`src/dafmt_cfg.svh`:
```
`ifndef DAFMT_CFG_SVH
`define DAFMT_CFG_SVH

// ----------------------------------------------------------------
// Register offsets
// ----------------------------------------------------------------
`define DAFMT_CLKCTL_OFS 8'h00
`define DAFMT_OUTMODE_OFS 8'h04
`define DAFMT_DATAFMT_OFS 8'h08
`define DAFMT_STATUS_OFS 8'h0c

// ----------------------------------------------------------------
// Field positions
// ----------------------------------------------------------------
`define DAFMT_CLK_DCS_BIT 0
`define DAFMT_CLK_PHASE_LSB 1
`define DAFMT_CLK_PHASE_MSB 2
`define DAFMT_CLK_INV_BIT 3
`define DAFMT_OM_MODE_LSB 0
`define DAFMT_OM_MODE_MSB 1
`define DAFMT_OM_CUR_LSB 2
`define DAFMT_OM_CUR_MSB 4
`define DAFMT_OM_TERM_BIT 5
`define DAFMT_DF_TWOS_BIT 0

// ----------------------------------------------------------------
// Reset values
// ----------------------------------------------------------------
`define DAFMT_CLKCTL_RST 4'h0
`define DAFMT_OUTMODE_RST 6'h00
`define DAFMT_DATAFMT_RST 1'h0

// ----------------------------------------------------------------
// Timing counts
// ----------------------------------------------------------------
`define DAFMT_LOCK_CYCLES 7'h64
`define DAFMT_PERIOD_TOL 8'h01

`endif

```
`src/dafmt_pkg.sv`:
```
package dafmt_pkg;

	typedef enum logic [1:0] {
		DAFMT_FULL_CMOS = 2'h0,
		DAFMT_DDR_CMOS = 2'h1,
		DAFMT_DDR_LVDS = 2'h3
	} dafmt_mode_t;

	// Driver current steps of the LVDS outputs.
	typedef enum logic [2:0] {
		DAFMT_I_3P5 = 3'h0,
		DAFMT_I_4P0 = 3'h1,
		DAFMT_I_4P5 = 3'h2,
		DAFMT_I_3P0 = 3'h4,
		DAFMT_I_2P5 = 3'h5,
		DAFMT_I_2P1 = 3'h6,
		DAFMT_I_1P75 = 3'h7
	} dafmt_cur_t;

endpackage : dafmt_pkg

```
`src/dafmt_tm_if.sv`:
```
`timescale 1ns/1ps
interface dafmt_tm_if;
	logic enc_rise;
	logic ck;
	logic ck_fall;
	logic outclk;
	logic locked;
	logic [7:0] period;

	modport timer (output enc_rise, output ck, output ck_fall, output outclk, output locked,
		output period);
	modport user (input enc_rise, input ck, input ck_fall, input outclk, input locked,
		input period);
endinterface : dafmt_tm_if

```
`src/dafmt_top.sv`:
```
`timescale 1ns/1ps
`include "dafmt_cfg.svh"
module dafmt_top import dafmt_pkg::*; #(
	parameter int BITS = 12,
	parameter int PW = 8
) (
	input wire logic hclk,
	input wire logic hresetn,
	input wire logic hsel,
	input wire logic [7:0] haddr,
	input wire logic [1:0] htrans,
	input wire logic hwrite,
	input wire logic [2:0] hsize,
	input wire logic [31:0] hwdata,
	input wire logic hready,
	output logic hreadyout,
	output logic hresp,
	output logic [31:0] hrdata,
	input wire logic enc_pin,
	input wire logic parallel_mode_pin,
	input wire logic strap_cs_pin,
	input wire logic strap_sck_pin,
	input wire logic [BITS-1:0] ch1_sample,
	input wire logic ch1_over_range,
	input wire logic [BITS-1:0] ch2_sample,
	input wire logic ch2_over_range,
	output logic forwarded_output_clock,
	output logic forwarded_output_clock_n,
	output logic [BITS-1:0] ch1_data,
	output logic [BITS-1:0] ch2_data,
	output logic channel1_overflow_output,
	output logic channel2_overflow_output,
	output logic [BITS/2-1:0] channel1_lane,
	output logic [BITS/2-1:0] channel2_lane,
	output logic shared_overflow_output,
	output logic lvds_enable,
	output dafmt_cur_t lvds_current,
	output logic lvds_current_double,
	output logic lvds_term_en,
	output logic dcs_locked
);
	// ----------------------------------------------------------------
	// Register state
	// ----------------------------------------------------------------
	logic [3:0] clkctl_q;
	logic [5:0] outmode_q;
	logic dfmt_q;
	logic wr_q;
	logic [7:0] addr_q;
	logic [31:0] rdata_q;

	// ----------------------------------------------------------------
	// Input synchronisers
	// ----------------------------------------------------------------
	localparam int SW = 2 * BITS + 5;
	logic [SW-1:0] sy1_q, sy2_q, sy3_q, pin_q;
	logic [2*BITS+1:0] smp_q;
	logic shared_q, outclk_q, outclk_n_q;

	wire [SW-1:0] sy_in = {parallel_mode_pin, strap_cs_pin, strap_sck_pin,
		ch1_over_range, ch1_sample, ch2_over_range, ch2_sample};

	always_ff @(posedge hclk or negedge hresetn) begin
		if (!hresetn) begin
			sy1_q <= '0;
			sy2_q <= '0;
			sy3_q <= '0;
			pin_q <= '0;
		end else begin
			sy1_q <= sy_in;
			sy2_q <= sy1_q;
			sy3_q <= sy2_q;
			pin_q <= (pin_q & (sy2_q ^ sy3_q)) | (sy3_q & ~(sy2_q ^ sy3_q));
		end
	end

	wire par_mode = pin_q[SW-1];
	wire strap_cs = pin_q[SW-2];
	wire strap_sck = pin_q[SW-3];

	// ----------------------------------------------------------------
	// Effective configuration
	// ----------------------------------------------------------------
	wire [1:0] reg_mode = outmode_q[`DAFMT_OM_MODE_MSB:`DAFMT_OM_MODE_LSB];
	wire dcs_en = par_mode ? strap_cs : clkctl_q[`DAFMT_CLK_DCS_BIT];
	wire [1:0] phase = par_mode ? 2'h0 : clkctl_q[`DAFMT_CLK_PHASE_MSB:`DAFMT_CLK_PHASE_LSB];
	wire invert = par_mode ? 1'b0 : clkctl_q[`DAFMT_CLK_INV_BIT];
	wire twos = par_mode ? 1'b0 : dfmt_q;
	wire reg_ddr_cmos = reg_mode == DAFMT_DDR_CMOS;
	wire reg_lvds = reg_mode == DAFMT_DDR_LVDS;
	// The strap only reaches full-rate CMOS or double-rate LVDS.
	wire mode_lvds = par_mode ? strap_sck : reg_lvds;
	wire mode_ddr_cmos = ~par_mode & reg_ddr_cmos;
	wire mode_ddr = mode_lvds | mode_ddr_cmos;
	wire mode_full = ~mode_ddr;
	wire [1:0] eff_mode = mode_lvds ? DAFMT_DDR_LVDS :
		(mode_ddr_cmos ? DAFMT_DDR_CMOS : DAFMT_FULL_CMOS);
	wire [2:0] reg_cur = outmode_q[`DAFMT_OM_CUR_MSB:`DAFMT_OM_CUR_LSB];
	wire cur_ok = reg_cur != 3'h3;
	wire term = ~par_mode & outmode_q[`DAFMT_OM_TERM_BIT];

	// ----------------------------------------------------------------
	// Encode timing and channel formatting
	// ----------------------------------------------------------------
	dafmt_tm_if tm ();

	dafmt_enc_timer #(.W(PW)) u_timer (
		.hclk(hclk),
		.hresetn(hresetn),
		.enc_pin(enc_pin),
		.dcs_en(dcs_en),
		.phase(phase),
		.invert(invert),
		.tm(tm)
	);

	// Samples are taken at the encode edge, then presented at the clock fall.
	always_ff @(posedge hclk or negedge hresetn) begin
		if (!hresetn) begin
			smp_q <= '0;
		end else if (tm.enc_rise) begin
			smp_q <= pin_q[2*BITS+1:0];
		end
	end

	wire ch1_word_ovf, ch2_word_ovf;

	dafmt_chan_out #(.BITS(BITS)) u_ch1 (
		.hclk(hclk),
		.hresetn(hresetn),
		.sample(smp_q[2*BITS:BITS+1]),
		.ovf(smp_q[2*BITS+1]),
		.load(tm.ck_fall),
		.twos(twos),
		.full(mode_full),
		.ddr(mode_ddr),
		.ck(tm.ck),
		.full_q(ch1_data),
		.ovf_q(channel1_overflow_output),
		.lane_q(channel1_lane),
		.word_ovf(ch1_word_ovf)
	);

	dafmt_chan_out #(.BITS(BITS)) u_ch2 (
		.hclk(hclk),
		.hresetn(hresetn),
		.sample(smp_q[BITS-1:0]),
		.ovf(smp_q[BITS]),
		.load(tm.ck_fall),
		.twos(twos),
		.full(mode_full),
		.ddr(mode_ddr),
		.ck(tm.ck),
		.full_q(ch2_data),
		.ovf_q(channel2_overflow_output),
		.lane_q(channel2_lane),
		.word_ovf(ch2_word_ovf)
	);

	// The output clock is delayed one cycle to stay aligned with the lanes.
	always_ff @(posedge hclk or negedge hresetn) begin
		if (!hresetn) begin
			shared_q <= 1'b0;
			outclk_q <= 1'b0;
			outclk_n_q <= 1'b1;
		end else begin
			shared_q <= mode_ddr & (tm.ck ? ch1_word_ovf : ch2_word_ovf);
			outclk_q <= tm.outclk;
			outclk_n_q <= ~tm.outclk;
		end
	end

	assign shared_overflow_output = shared_q;
	assign forwarded_output_clock = outclk_q;
	assign forwarded_output_clock_n = outclk_n_q;
	assign lvds_enable = mode_lvds;
	assign lvds_current = (par_mode || !cur_ok) ? DAFMT_I_3P5 : dafmt_cur_t'(reg_cur);
	assign lvds_current_double = mode_lvds & term;
	assign lvds_term_en = mode_lvds & term;
	assign dcs_locked = tm.locked;

	// ----------------------------------------------------------------
	// AHB-Lite slave
	// ----------------------------------------------------------------
	wire take = hsel & htrans[1] & hready;
	wire hit_clk = haddr == `DAFMT_CLKCTL_OFS;
	wire hit_om = haddr == `DAFMT_OUTMODE_OFS;
	wire hit_df = haddr == `DAFMT_DATAFMT_OFS;
	wire hit_st = haddr == `DAFMT_STATUS_OFS;
	wire [31:0] status = {16'h0, tm.period, 2'h0, eff_mode, par_mode, mode_ddr, dcs_en,
		tm.locked};
	wire [31:0] rd_sel = hit_clk ? {28'h0, clkctl_q} :
		hit_om ? {26'h0, outmode_q} :
		hit_df ? {31'h0, dfmt_q} :
		hit_st ? status : 32'h0;

	always_ff @(posedge hclk or negedge hresetn) begin
		if (!hresetn) begin
			wr_q <= 1'b0;
			addr_q <= 8'h0;
			rdata_q <= 32'h0;
		end else begin
			wr_q <= take & hwrite;
			if (take) begin
				addr_q <= haddr;
				rdata_q <= hwrite ? 32'h0 : rd_sel;
			end
		end
	end

	always_ff @(posedge hclk or negedge hresetn) begin
		if (!hresetn) begin
			clkctl_q <= `DAFMT_CLKCTL_RST;
			outmode_q <= `DAFMT_OUTMODE_RST;
			dfmt_q <= `DAFMT_DATAFMT_RST;
		end else if (wr_q) begin
			if (addr_q == `DAFMT_CLKCTL_OFS) begin
				clkctl_q <= hwdata[3:0];
			end else if (addr_q == `DAFMT_OUTMODE_OFS) begin
				outmode_q <= hwdata[5:0];
			end else if (addr_q == `DAFMT_DATAFMT_OFS) begin
				dfmt_q <= hwdata[`DAFMT_DF_TWOS_BIT];
			end
		end
	end

	assign hreadyout = 1'b1;
	assign hresp = 1'b0;
	assign hrdata = rdata_q;
endmodule : dafmt_top

```
`src/dafmt_enc_timer.sv`:
```
`timescale 1ns/1ps
`include "dafmt_cfg.svh"
module dafmt_enc_timer import dafmt_pkg::*; #(
	parameter int W = 8
) (
	input wire logic hclk,
	input wire logic hresetn,
	input wire logic enc_pin,
	input wire logic dcs_en,
	input wire logic [1:0] phase,
	input wire logic invert,
	dafmt_tm_if.timer tm
);
	logic s1_q, s2_q, s3_q, lvl_q;
	logic [W-1:0] cnt_q, per_q, pos_q;
	logic [6:0] lock_q;
	logic ck_q, out_q;

	// ----------------------------------------------------------------
	// Encode pin sampling and edge detection
	// ----------------------------------------------------------------
	wire rise = s2_q & s3_q & ~lvl_q;
	wire [W-1:0] new_per = cnt_q + W'(1);
	wire [W-1:0] diff = (new_per > per_q) ? new_per - per_q : per_q - new_per;
	wire changed = diff > W'(`DAFMT_PERIOD_TOL);
	wire locked = dcs_en && (lock_q == `DAFMT_LOCK_CYCLES);
	wire [W-1:0] half = per_q >> 1;
	wire [W+1:0] sh_full = {2'h0, per_q} * {{W{1'b0}}, phase};
	wire [W-1:0] sh = locked ? W'(sh_full[W+1:3]) : '0;
	wire [W-1:0] p = (pos_q >= sh) ? pos_q - sh : pos_q + per_q - sh;
	wire ck_d = dcs_en ? (pos_q < half) : lvl_q;
	wire out_d = (dcs_en ? (p < half) : lvl_q) ^ invert;

	always_ff @(posedge hclk or negedge hresetn) begin
		if (!hresetn) begin
			s1_q <= 1'b0;
			s2_q <= 1'b0;
			s3_q <= 1'b0;
			lvl_q <= 1'b0;
		end else begin
			s1_q <= enc_pin;
			s2_q <= s1_q;
			s3_q <= s2_q;
			if (s2_q == s3_q) begin
				lvl_q <= s3_q;
			end
		end
	end

	// ----------------------------------------------------------------
	// Period measurement, lock count and internal clock
	// ----------------------------------------------------------------
	always_ff @(posedge hclk or negedge hresetn) begin
		if (!hresetn) begin
			cnt_q <= '0;
			per_q <= '0;
			pos_q <= '0;
			lock_q <= '0;
		end else begin
			if (rise) begin
				cnt_q <= '0;
				pos_q <= '0;
				per_q <= new_per;
				if (!dcs_en || changed) begin
					lock_q <= '0;
				end else if (lock_q != `DAFMT_LOCK_CYCLES) begin
					lock_q <= lock_q + 7'h1;
				end
			end else begin
				if (cnt_q != '1) begin
					cnt_q <= cnt_q + W'(1);
				end
				if (pos_q != '1) begin
					pos_q <= pos_q + W'(1);
				end
				if (!dcs_en) begin
					lock_q <= '0;
				end
			end
		end
	end

	always_ff @(posedge hclk or negedge hresetn) begin
		if (!hresetn) begin
			ck_q <= 1'b0;
			out_q <= 1'b0;
		end else begin
			ck_q <= ck_d;
			out_q <= out_d;
		end
	end

	assign tm.enc_rise = rise;
	assign tm.ck = ck_q;
	assign tm.ck_fall = ck_q & ~ck_d;
	assign tm.outclk = out_q;
	assign tm.locked = locked;
	assign tm.period = per_q;
endmodule : dafmt_enc_timer

```
`src/dafmt_chan_out.sv`:
```
`timescale 1ns/1ps
module dafmt_chan_out #(
	parameter int BITS = 12
) (
	input wire logic hclk,
	input wire logic hresetn,
	input wire logic [BITS-1:0] sample,
	input wire logic ovf,
	input wire logic load,
	input wire logic twos,
	input wire logic full,
	input wire logic ddr,
	input wire logic ck,
	output logic [BITS-1:0] full_q,
	output logic ovf_q,
	output logic [BITS/2-1:0] lane_q,
	output logic word_ovf
);
	logic [BITS-1:0] word_q;
	logic wovf_q;
	logic [BITS/2-1:0] even, odd;

	// Two's complement differs from offset binary only in the sign bit.
	wire [BITS-1:0] coded = {sample[BITS-1] ^ twos, sample[BITS-2:0]};

	always_comb begin
		for (int i = 0; i < BITS/2; i++) begin
			even[i] = word_q[2*i];
			odd[i] = word_q[2*i+1];
		end
	end

	always_ff @(posedge hclk or negedge hresetn) begin
		if (!hresetn) begin
			word_q <= '0;
			wovf_q <= 1'b0;
		end else if (load) begin
			word_q <= coded;
			wovf_q <= ovf;
		end
	end

	always_ff @(posedge hclk or negedge hresetn) begin
		if (!hresetn) begin
			full_q <= '0;
			ovf_q <= 1'b0;
			lane_q <= '0;
		end else begin
			full_q <= full ? word_q : '0;
			ovf_q <= full ? wovf_q : 1'b0;
			lane_q <= ddr ? (ck ? odd : even) : '0;
		end
	end

	assign word_ovf = wovf_q;
endmodule : dafmt_chan_out

```
`config.mk`:
```
export PLATFORM = sky130hd
export DESIGN_NAME = dafmt_top
export DESIGN_NICKNAME = d
export VERILOG_FILES = /design/src/dafmt_pkg.sv /design/src/dafmt_tm_if.sv /design/src/dafmt_top.sv /design/src/dafmt_enc_timer.sv /design/src/dafmt_chan_out.sv
export VERILOG_INCLUDE_DIRS = /design/src
export SDC_FILE = /design/constraint.sdc
export NUM_CORES = 1
export LEC_CHECK = 0
export BUFFER_PORTS_ARGS = -buffer_cell sky130_fd_sc_hd__clkbuf_2
export CAP_MARGIN = 10
export CORE_MARGIN = 3
export CORE_UTILIZATION = 50
export DETAILED_ROUTE_END_ITERATION = 16
export HOLD_SLACK_MARGIN = 0.06
export PLACE_DENSITY = 0.72
export SYNTH_ARGS = -nofsm -noshare
export SYNTH_HDL_FRONTEND = slang
export SYNTH_SLANG_ARGS = --single-unit
```
`constraint.sdc`:
```
create_clock -name hclk -period 6.79 [get_ports hclk]
set_input_delay 1.358 -clock hclk [delete_from_list [all_inputs] [get_ports hclk]]
set_output_delay 1.358 -clock hclk [all_outputs]
set_load 0.01 [all_outputs]
```
==> results of run 1 <==
-- layout by cell type (no fill, tap or decap), types with 6 or more instances in the layout --
cell type  netlist  routed
a211oi_1        10      10
a21oi_1         34      33
a22o_1          13      13
a31oi_1          8       8
and2_1          40      40
and3_1           9       9
buf_4           21       9
clkbuf_16        0      27
clkbuf_2         1     110
clkbuf_8         0       6
conb_1           2      20
dfrtp_1        279     279
fa_1            10      10
ha_1            53      53
inv_1           49      49
maj3_1          29      29
mux2_2          48      48
mux2i_1         17      17
nand2_1        110     110
nand2b_1         7       7
nand3_1         24      24
nor2_1          56      56
nor2b_1         11      10
nor3_1           9       9
o21a_1           8       8
o21ai_0         36      36
o31ai_1          6       6
xnor2_1         17      17
xor2_1          10      10
-- worst max-delay path by stage --
stage,to,startpoint,depth (start not counted),slack (ps)
2_1_floorplan,u_timer.tm.outclk,flip-flop,26,1310
3_3_place_gp,u_timer.tm.outclk,clkctl_q[2],25,860
3_5_place_dp,u_timer.tm.outclk,clkctl_q[2],25,660
4_1_cts,u_timer.tm.outclk,flip-flop,25,640
5_1_grt,u_timer.tm.outclk,flip-flop,25,100
6_report,u_timer.tm.outclk,flip-flop,25,570
-- cell usage after synthesis, drive strengths merged (9+ instances only) --
library cell	count	area [µm²]
dfrtp	279	6982
nand2	110	412.9
nor2	56	210.2
ha	53	663.1
inv	50	187.7
mux2	49	551.8
and2	40	250.2
o21ai	37	185.2
a21oi	34	170.2
maj3	29	290.3
buf	27	211.4
clkbuf	27	102.6
nand3	24	120.1
mux2i	17	170.2
xnor2	17	148.9
a22o	13	113.9
nor2b	12	82.58
a211oi	10	75.07
fa	10	200.2
xor2	10	87.58
and3	9	56.30
nor3	9	45.04
-- power breakdown --
| part | switching (mW) | total, mW | internal (mW) | leakage, nW |
|---|---|---|---|---|
| Combinational | 1.10 | 2.04 | 0.935 | 2.71 |
| Clock | 0.618 | 1.53 | 0.914 | 0.453 |
| Sequential | 0.234 | 2.20 | 1.96 | 3.47 |
-- layer usage --
layer | up-vias | wire (µm) | GRT usage
met5 | - | 0 | 0
met4 | 0 | 337 | 0.03722
met3 | 28 | 823 | 0.02040
met2 | 121 | 11450 | 0.3051
met1 | 3812 | 10680 | 0.2550
li1 | 3689 | - | -
-- worst max-delay path, stage by stage (launching register included) --
cell and delay, ps:
dfrtp_1 420, nor2b_1 390, and2_1 190, ha_1 220, and4_1 200, a21oi_1 240, o21bai_1 140, a21oi_1 280
o21ai_1 190, or4_1 410, and3_1 220, ha_1 220, a211oi_1 310, nand2_1 110, nor2_1 370, buf_4 230
a211oi_1 50, a21o_1 170, ha_1 290, nand3_1 120, nor2_1 160, or4b_2 590, nand3_1 180, nor3_1 70
mux2i_1 160, o2111ai_1 140
-- final cells by class --
cell class              count  area, µm²
fillers                  2005       9806
flip-flops and latches    280       7008
multi-input cells         652       4722
clock buffers              37      773.2
repair buffers            120      633.1
well taps                 319      399.1
inverters                  50      187.7
clock inverters            11      153.9
-- kinds of logic (layout without fill, tap and decap cells) --
family                   Yosys count  in the layout
multiplexers                      67             67
adder cells (fa/ha/maj)           92             92
flip-flops                       280            280
AND/OR/NAND/NOR                  295            295
other                              2             20
AO/OA/AOI/OAI                    151            151
buffers and inverters            104            218
XOR/XNOR                          27             27
==> results.sh, run 1 <==
export IMPL_outcome="finished clean"
export IMPL_crit_type="reg -> reg"
export IMPL_initial_utilization=0.5132
export IMPL_synth_adder_area_share=0.09492
export IMPL_cts_root_buf="clkbuf_16"
export IMPL_rsz0062_at_grt="false"
export IMPL_diodes=0
export IMPL_vias=7650
export IMPL_final_cell_area_um2=13880
export IMPL_wl_per_cell_um=15.86
export IMPL_grt_first_pass_wirelength_mm=39.01
export IMPL_clockBufferDepth=3
export IMPL_portBuffers=111
export IMPL_post_route_util=0.5860
export IMPL_die_width_um=161.9
export IMPL_clock_sinks=280
export IMPL_dpl_instance_area_um2=12950
export IMPL_final_nets=1274
export IMPL_hold_path_end="sy2_q[25]"
export IMPL_ys_seq_area_frac=0.5766
export IMPL_critPathMaxFanout=8
export IMPL_cts_setup_buffers=0
export IMPL_hpwl_mm=16.15
export IMPL_clock_skew_ps=9.050
export IMPL_max_freq_mhz=160.7
export IMPL_wirelength_mm=23.29
export IMPL_synth_top_family_by_area="simple AND/OR/NAND/NOR gates"
export IMPL_setup_violations=0
export IMPL_cts_tree="yes"
export IMPL_whs_path_depth=0
export IMPL_total_power_mw=5.764
export IMPL_placedCellCount=1421
export IMPL_synth_xor_area_share=0.01946
export IMPL_h_tree_depth=1
export IMPL_die_height_um=161.9
export IMPL_synthMuxAreaShare=0.06126
export IMPL_synth_edf_count=0
export IMPL_syn_to_final_growth_pct=14.19
export IMPL_fp_dieArea_um2=26210
export IMPL_postSynth_asyncResetShare=1.000
export IMPL_syn_inst=1018
export IMPL_overflow=0
export IMPL_first_pass_iters=4
export IMPL_synth_simple_gate_area_frac=0.1173
export IMPL_syn_area_per_cell_um2=11.94
export IMPL_finalCritPeriodShare=0.9162
export IMPL_drive_gt1_frac=0.2009
export IMPL_slew_headroom=0.3193
export IMPL_drtIter0Drc=451
export IMPL_drv_cap=0
export IMPL_yosys_register_bits=280
export IMPL_via_per_inst=5.208
export IMPL_dp_slack_ps=660.0
export IMPL_r2r_slack_ps=570
export IMPL_ant_nets=0
export IMPL_clock_latency_ps=530
export IMPL_antenna_found_initial=0
export IMPL_power_density_nw_per_um2=415.4
export IMPL_cp_arrival_ps=6610
export IMPL_p_leak_nw=6.628
export IMPL_post_cts_resize_count=0
export IMPL_yosysWarnings=0
export IMPL_cts_hold_buffers_added=0
export IMPL_row_count=56
export IMPL_period_needed_ps=6221
export IMPL_finalSetupTns_ps=0
export IMPL_grt_pass1_vias=7748
export IMPL_worst_pin_slew_ps=1021
export IMPL_slew_viol_final=0
export IMPL_final_hold_violation_count=0
export IMPL_hold_slack_ps=345.7
export IMPL_clkSlewWorstSetupHoldPaths_ps=60
export IMPL_synth_area_um2=12150
export IMPL_ys_types=70
export IMPL_setup_ws_ps=569.1
export IMPL_grt_use_total=0.1802
export IMPL_synth_ff_type="dfrtp_1"
export IMPL_numCtsBuffers=27
export IMPL_fp_coreArea_um2=23680
export IMPL_synth_compound_area_frac=0.08854
export IMPL_ir_drop_mv=0.2257
export IMPL_r2r_end="u_timer.tm.outclk"
export IMPL_route_detailed_drc=0
export IMPL_gp_congestion=0.8401
export IMPL_cp_end_kind="flip-flop"
export IMPL_fin_cells=1469
export IMPL_r2r_cells=25
export IMPL_grt_max_degree=122
export IMPL_cp_start_kind="flip-flop"
export IMPL_cp_data_required_time_ps=7180
export IMPL_hold_start="sy1_q[25]"
export IMPL_num_io_pins=162
export IMPL_hold_path_class="reg -> reg"
(Power assumes the default switching activity.)
==> inputs of run 2 (changes only) <==
Settings changed: BUFFER_PORTS_ARGS -buffer_cell sky130_fd_sc_hd__clkbuf_2 to -buffer_cell sky130_fd_sc_hd__buf_2.
==> results.sh, run 2 (synthesis gave the netlist of run 1 again) <==
export IMPL_clkSlewWorstSetupHoldPaths_ps=60
export IMPL_max_freq_mhz=161.1
export IMPL_route_met2_wl_mm=11.30
export IMPL_drive_gt1_frac=0.2009
export IMPL_final_seq_area_um2=7008
export IMPL_hold_path_class="reg -> reg"
export IMPL_first_pass_iters=5
export IMPL_die_height_um=161.9
export IMPL_multiInputGateArea_um2=4725
export IMPL_fin_cells=1469
export IMPL_gp_congestion=0.8579
export IMPL_fillers=1974
export IMPL_cts_root_buf="clkbuf_16"
export IMPL_clock_skew_ps=7.476
export IMPL_top_layer="met4"
export IMPL_worst_pin_slew_ps=1043
export IMPL_power_density_nw_per_um2=416.2
export IMPL_drtIter0Drc=496
export IMPL_period_needed_ps=6207
export IMPL_wirelength_mm=23.09
export IMPL_ir_drop_mv=0.2389
export IMPL_slew_viol_final=0
export IMPL_dr_wl_met3_um=826
export IMPL_final_nets=1273
export IMPL_p_leak_nw=6.669
export IMPL_h_tree_depth=1
export IMPL_slew_headroom=0.3046
export IMPL_whs_path_depth=0
export IMPL_via_per_inst=5.130
export IMPL_grt_max_degree=161
export IMPL_cp_start_kind="flip-flop"
export IMPL_fp_coreArea_um2=23680
export IMPL_syn_to_final_growth_pct=14.30
export IMPL_num_io_pins=162
export IMPL_route_detailed_drc=0
export IMPL_diodes=0
export IMPL_cpLargestDelayFamily="simple AND/OR/NAND/NOR gates"
export IMPL_r2r_slack_ps=580
export IMPL_overflow=0
export IMPL_outcome="finished clean"
export IMPL_cts_hold_buffers_added=0
export IMPL_clockBufferDepth=3
export IMPL_cp_data_required_time_ps=7160
export IMPL_hold_start="sy1_q[23]"
export IMPL_grt_pass1_vias=7731
export IMPL_critPathMaxStageDelay_ps=600
export IMPL_final_hold_violation_count=0
export IMPL_row_count=56
export IMPL_finalSetupTns_ps=0
export IMPL_cpMostUsedCell="nor2_1"
export IMPL_hold_path_end="sy2_q[23]"
export IMPL_cp_end_kind="flip-flop"
export IMPL_drv_cap=0
export IMPL_placedCellCount=1420
export IMPL_path_buf_inv=1
export IMPL_setup_violations=0
export IMPL_die_width_um=161.9
export IMPL_vias=7536
export IMPL_ant_nets=0
export IMPL_numCtsBuffers=27
export IMPL_antenna_found_initial=0
export IMPL_clock_sinks=280
export IMPL_grt_use_total=0.1794
export IMPL_r2r_end="u_timer.tm.outclk"
export IMPL_critPathMaxFanout=13
export IMPL_post_cts_resize_count=0
export IMPL_cts_tree="yes"
export IMPL_finalCritPeriodShare=0.9141
export IMPL_rsz0062_at_grt="false"
export IMPL_fp_dieArea_um2=26210
export IMPL_portBuffers=111
export IMPL_layout_commonest_cell="dfrtp_1"
export IMPL_cp_slowest_cell="or4b_2"
export IMPL_mostFrequentLayoutCells="279 x dfrtp_1, 110 x nand2_1, 110 x buf_2, 56 x nor2_1, 53 x ha_1"
export IMPL_cp_arrival_ps=6580
export IMPL_drt_met1_wl_mm=10.55
export IMPL_clock_latency_ps=530
export IMPL_grt_first_pass_wirelength_mm=38.96
export IMPL_r2r_cells=28
export IMPL_crit_type="reg -> reg"
export IMPL_initial_utilization=0.5132
export IMPL_hpwl_mm=15.93
export IMPL_cts_setup_buffers=0
export IMPL_wl_per_cell_um=15.72
-- run 2: cell count changes in the layout (fill, tap and decap cells not counted), sizes merged --
cell,previous run,this run
clkinvlp,2,0
bufinv,3,4
clkinv,5,8
clkbuf,147,36
buf,10,119
-- run 2: cell type report --
class	instances	share of cell area
flip-flops and latches	280	0.5045
multi-input cells	652	0.3401
clock buffers	36	0.05395
repair buffers	119	0.04594
well taps	319	0.02873
inverters	50	0.01351
clock inverters	13	0.01324
-- run 2: through the flow --
| step | utilization | setup slack (ps) | total power [mW] | instance area [µm²] | hold slack (ps) |
|---|---|---|---|---|---|
| after detailed placement | 0.5470 | 557.8 | 4.262 | 12950 | 334.7 |
| after CTS | 0.5864 | 480.4 | 5.836 | 13890 | 347.9 |
| after global routing | 0.5865 | 64.44 | 6.192 | 13890 | 349.7 |
| after global placement | 0.5470 | 714.1 | 4.203 | 12950 | 332.3 |
| after floorplan | - | 1310 | 3.748 | 12220 | 331.2 |
| final | 0.5865 | 583.3 | 5.782 | 13890 | 345.2 |
-- run 2: how the worst max path moves through the flow --
stage                         start                 to  slack (ps)  depth (start not counted)
after floorplan           flip-flop  u_timer.tm.outclk        1310                         26
after global placement    flip-flop  u_timer.tm.outclk         710                         28
after detailed placement  flip-flop  u_timer.tm.outclk         560                         28
after CTS                 flip-flop  u_timer.tm.outclk         480                         28
after global routing      flip-flop  u_timer.tm.outclk          60                         28
final                     flip-flop  u_timer.tm.outclk         580                         28
-- run 2: per-layer routing --
layer / GRT usage / up-vias
li1: - / 3663
met1: 0.2480 / 3716
met2: 0.3044 / 126
met3: 0.02601 / 31
met4: 0.04071 / 0
met5: 0 / -
-- run 2: power breakdown --
part / internal, mW / total (mW) / switching [mW]
sequential: 1.96 / 2.19 / 0.227
combinational: 0.937 / 2.05 / 1.11
clock: 0.931 / 1.54 / 0.609
total: 3.83 / 5.78 / 1.95
==> inputs of run 3 (changes only) <==
Settings changed: CORE_UTILIZATION 50 to 45, MAX_ROUTING_LAYER set to met4, PLACE_DENSITY 0.72 to 0.66.
==> results.sh, run 3 (synthesis gave the netlist of run 1 again) <==
export IMPL_critPathMaxFanout=13
export IMPL_r2r_slack_ps=570
export IMPL_clkSlewWorstSetupHoldPaths_ps=60
export IMPL_ir_drop_mv=0.2247
export IMPL_top_layer="met4"
export IMPL_p_clk_frac=0.266
export IMPL_route_met2_wl_mm=11.10
export IMPL_h_tree_depth=1
export IMPL_dr_wl_met3_um=867
export IMPL_numCtsBuffers=29
export IMPL_hold_start="sy1_q[28]"
export IMPL_grt_use_total=0.1703
export IMPL_syn_to_final_growth_pct=14.45
export IMPL_power_frac_comb=0.354
export IMPL_power_density_nw_per_um2=415.0
export IMPL_seq_power_share=0.380
export IMPL_cp_slowest_cell="or4b_2"
export IMPL_cpLargestDelayFamily="simple AND/OR/NAND/NOR gates"
export IMPL_clock_latency_ps=550
export IMPL_max_freq_mhz=160.9
export IMPL_row_count=59
export IMPL_wirelength_mm=23.33
export IMPL_critPathMaxStageDelay_ps=590
export IMPL_die_height_um=170.3
export IMPL_cts_root_buf="clkbuf_16"
export IMPL_fillers=2264
export IMPL_drv_cap=0
export IMPL_route_detailed_drc=0
export IMPL_internal_power_mw=3.786
export IMPL_final_hold_violation_count=0
export IMPL_via_per_inst=5.069
export IMPL_crit_type="reg -> reg"
export IMPL_hpwl_mm=15.75
export IMPL_slew_viol_final=0
export IMPL_diodes=0
export IMPL_sw_frac_of_total=0.3441
export IMPL_wl_per_cell_um=15.67
export IMPL_drt_met1_wl_mm=10.99
export IMPL_cts_tree="yes"
export IMPL_cts_setup_buffers=0
export IMPL_cpMostUsedCell="nor2_1"
export IMPL_gp_congestion=0.8455
export IMPL_worst_pin_slew_ps=1101
export IMPL_period_needed_ps=6216
export IMPL_finalSetupTns_ps=0
export IMPL_path_buf_inv=1
export IMPL_die_width_um=170.3
export IMPL_outcome="finished clean"
export IMPL_hold_slack_ps=343.2
export IMPL_ant_nets=0
export IMPL_cp_arrival_ps=6620
export IMPL_num_io_pins=162
export IMPL_grt_pass1_vias=7655
export IMPL_fp_coreArea_um2=26280
export IMPL_initial_utilization=0.4624
export IMPL_slew_headroom=0.2659
export IMPL_cp_end_kind="flip-flop"
export IMPL_clockBufferDepth=3
export IMPL_post_cts_resize_count=0
export IMPL_rsz0062_at_grt="false"
export IMPL_cp_start_kind="flip-flop"
export IMPL_cts_hold_buffers_added=0
export IMPL_p_leak_nw=6.666
export IMPL_grt_first_pass_wirelength_mm=39.36
export IMPL_hold_path_class="reg -> reg"
export IMPL_finalCritPeriodShare=0.9155
export IMPL_multiInputGateArea_um2=4722
export IMPL_overflow=0
export IMPL_portBuffers=111
export IMPL_setup_violations=0
export IMPL_total_power_mw=5.772
export IMPL_final_seq_area_um2=7008
export IMPL_cp_data_required_time_ps=7200
export IMPL_grt_max_degree=173
export IMPL_clock_skew_ps=6.978
export IMPL_p_switching_mw=1.986
export IMPL_clock_sinks=280
export IMPL_drive_gt1_frac=0.2010
export IMPL_layout_commonest_cell="dfrtp_1"
export IMPL_drtIter0Drc=469
export IMPL_final_nets=1274
export IMPL_vias=7548
export IMPL_mostFrequentLayoutCells="279 x dfrtp_1, 110 x nand2_1, 110 x buf_2, 56 x nor2_1, 53 x ha_1"
export IMPL_fp_dieArea_um2=29010
export IMPL_post_route_util=0.5293
export IMPL_first_pass_iters=4
export IMPL_antenna_found_initial=0
[run 3: power by group through the flow]
| stage | sequential (mW) | combinational [mW] | clock, mW |
|---|---|---|---|
| floorplan | 2.17 | 1.58 | 0 |
| global route | 2.24 | 2.32 | 1.66 |
| global placement | 2.22 | 1.99 | 0 |
| CTS | 2.20 | 2.05 | 1.58 |
| finish | 2.20 | 2.04 | 1.53 |
| detailed placement | 2.23 | 2.04 | 0 |
[run 3: cell type report]
class,count,area share
flip-flops and latches,280,0.5038
clock buffers,41,0.05901
multi-input cells,652,0.3395
well taps,335,0.03013
repair buffers,118,0.04534
inverters,50,0.01349
clock inverters,13,0.008725
[run 3: worst paths after layout]
kind / to / depth (start not counted)
setup / recovery: u_timer.tm.outclk / 28
hold / removal: sy2_q[28] / 0
max in group asynchronous: smp_q[25] / 2
hold reg to reg: sy2_q[28] / 0
setup reg to reg: u_timer.tm.outclk / 28
min in group asynchronous: u_ch1.lane_q[4] / 1
[run 3: worst register-to-register path: cells and delay by family, from the launching register on]
kind            cells  cell delay (ps)
buf+inv             1               40
compound gates      7             1200
flops               1              550
xor+xnor            2              290
mux                 1              180
simple gates       13             2550
fa+ha+maj           4             1280
[run 3: layer usage]
layer,track usage,vias to the layer above
met5,-,-
met4,0.03774,0
met3,0.02346,34
met2,0.2691,110
met1,0.2374,3727
li1,-,3677
[run 3: per-stage QoR]
| step | std cells | area (µm²) | setup WS, ps |
|---|---|---|---|
| floorplan | 1036 | 12220 | 1310 |
| detailed placement | 1435 | 12970 | 590.0 |
| global placement | 1435 | 12970 | 685.7 |
| global route | 1489 | 13910 | 83.29 |
| CTS | 1489 | 13910 | 568.5 |
| finish | 1489 | 13910 | 574.1 |
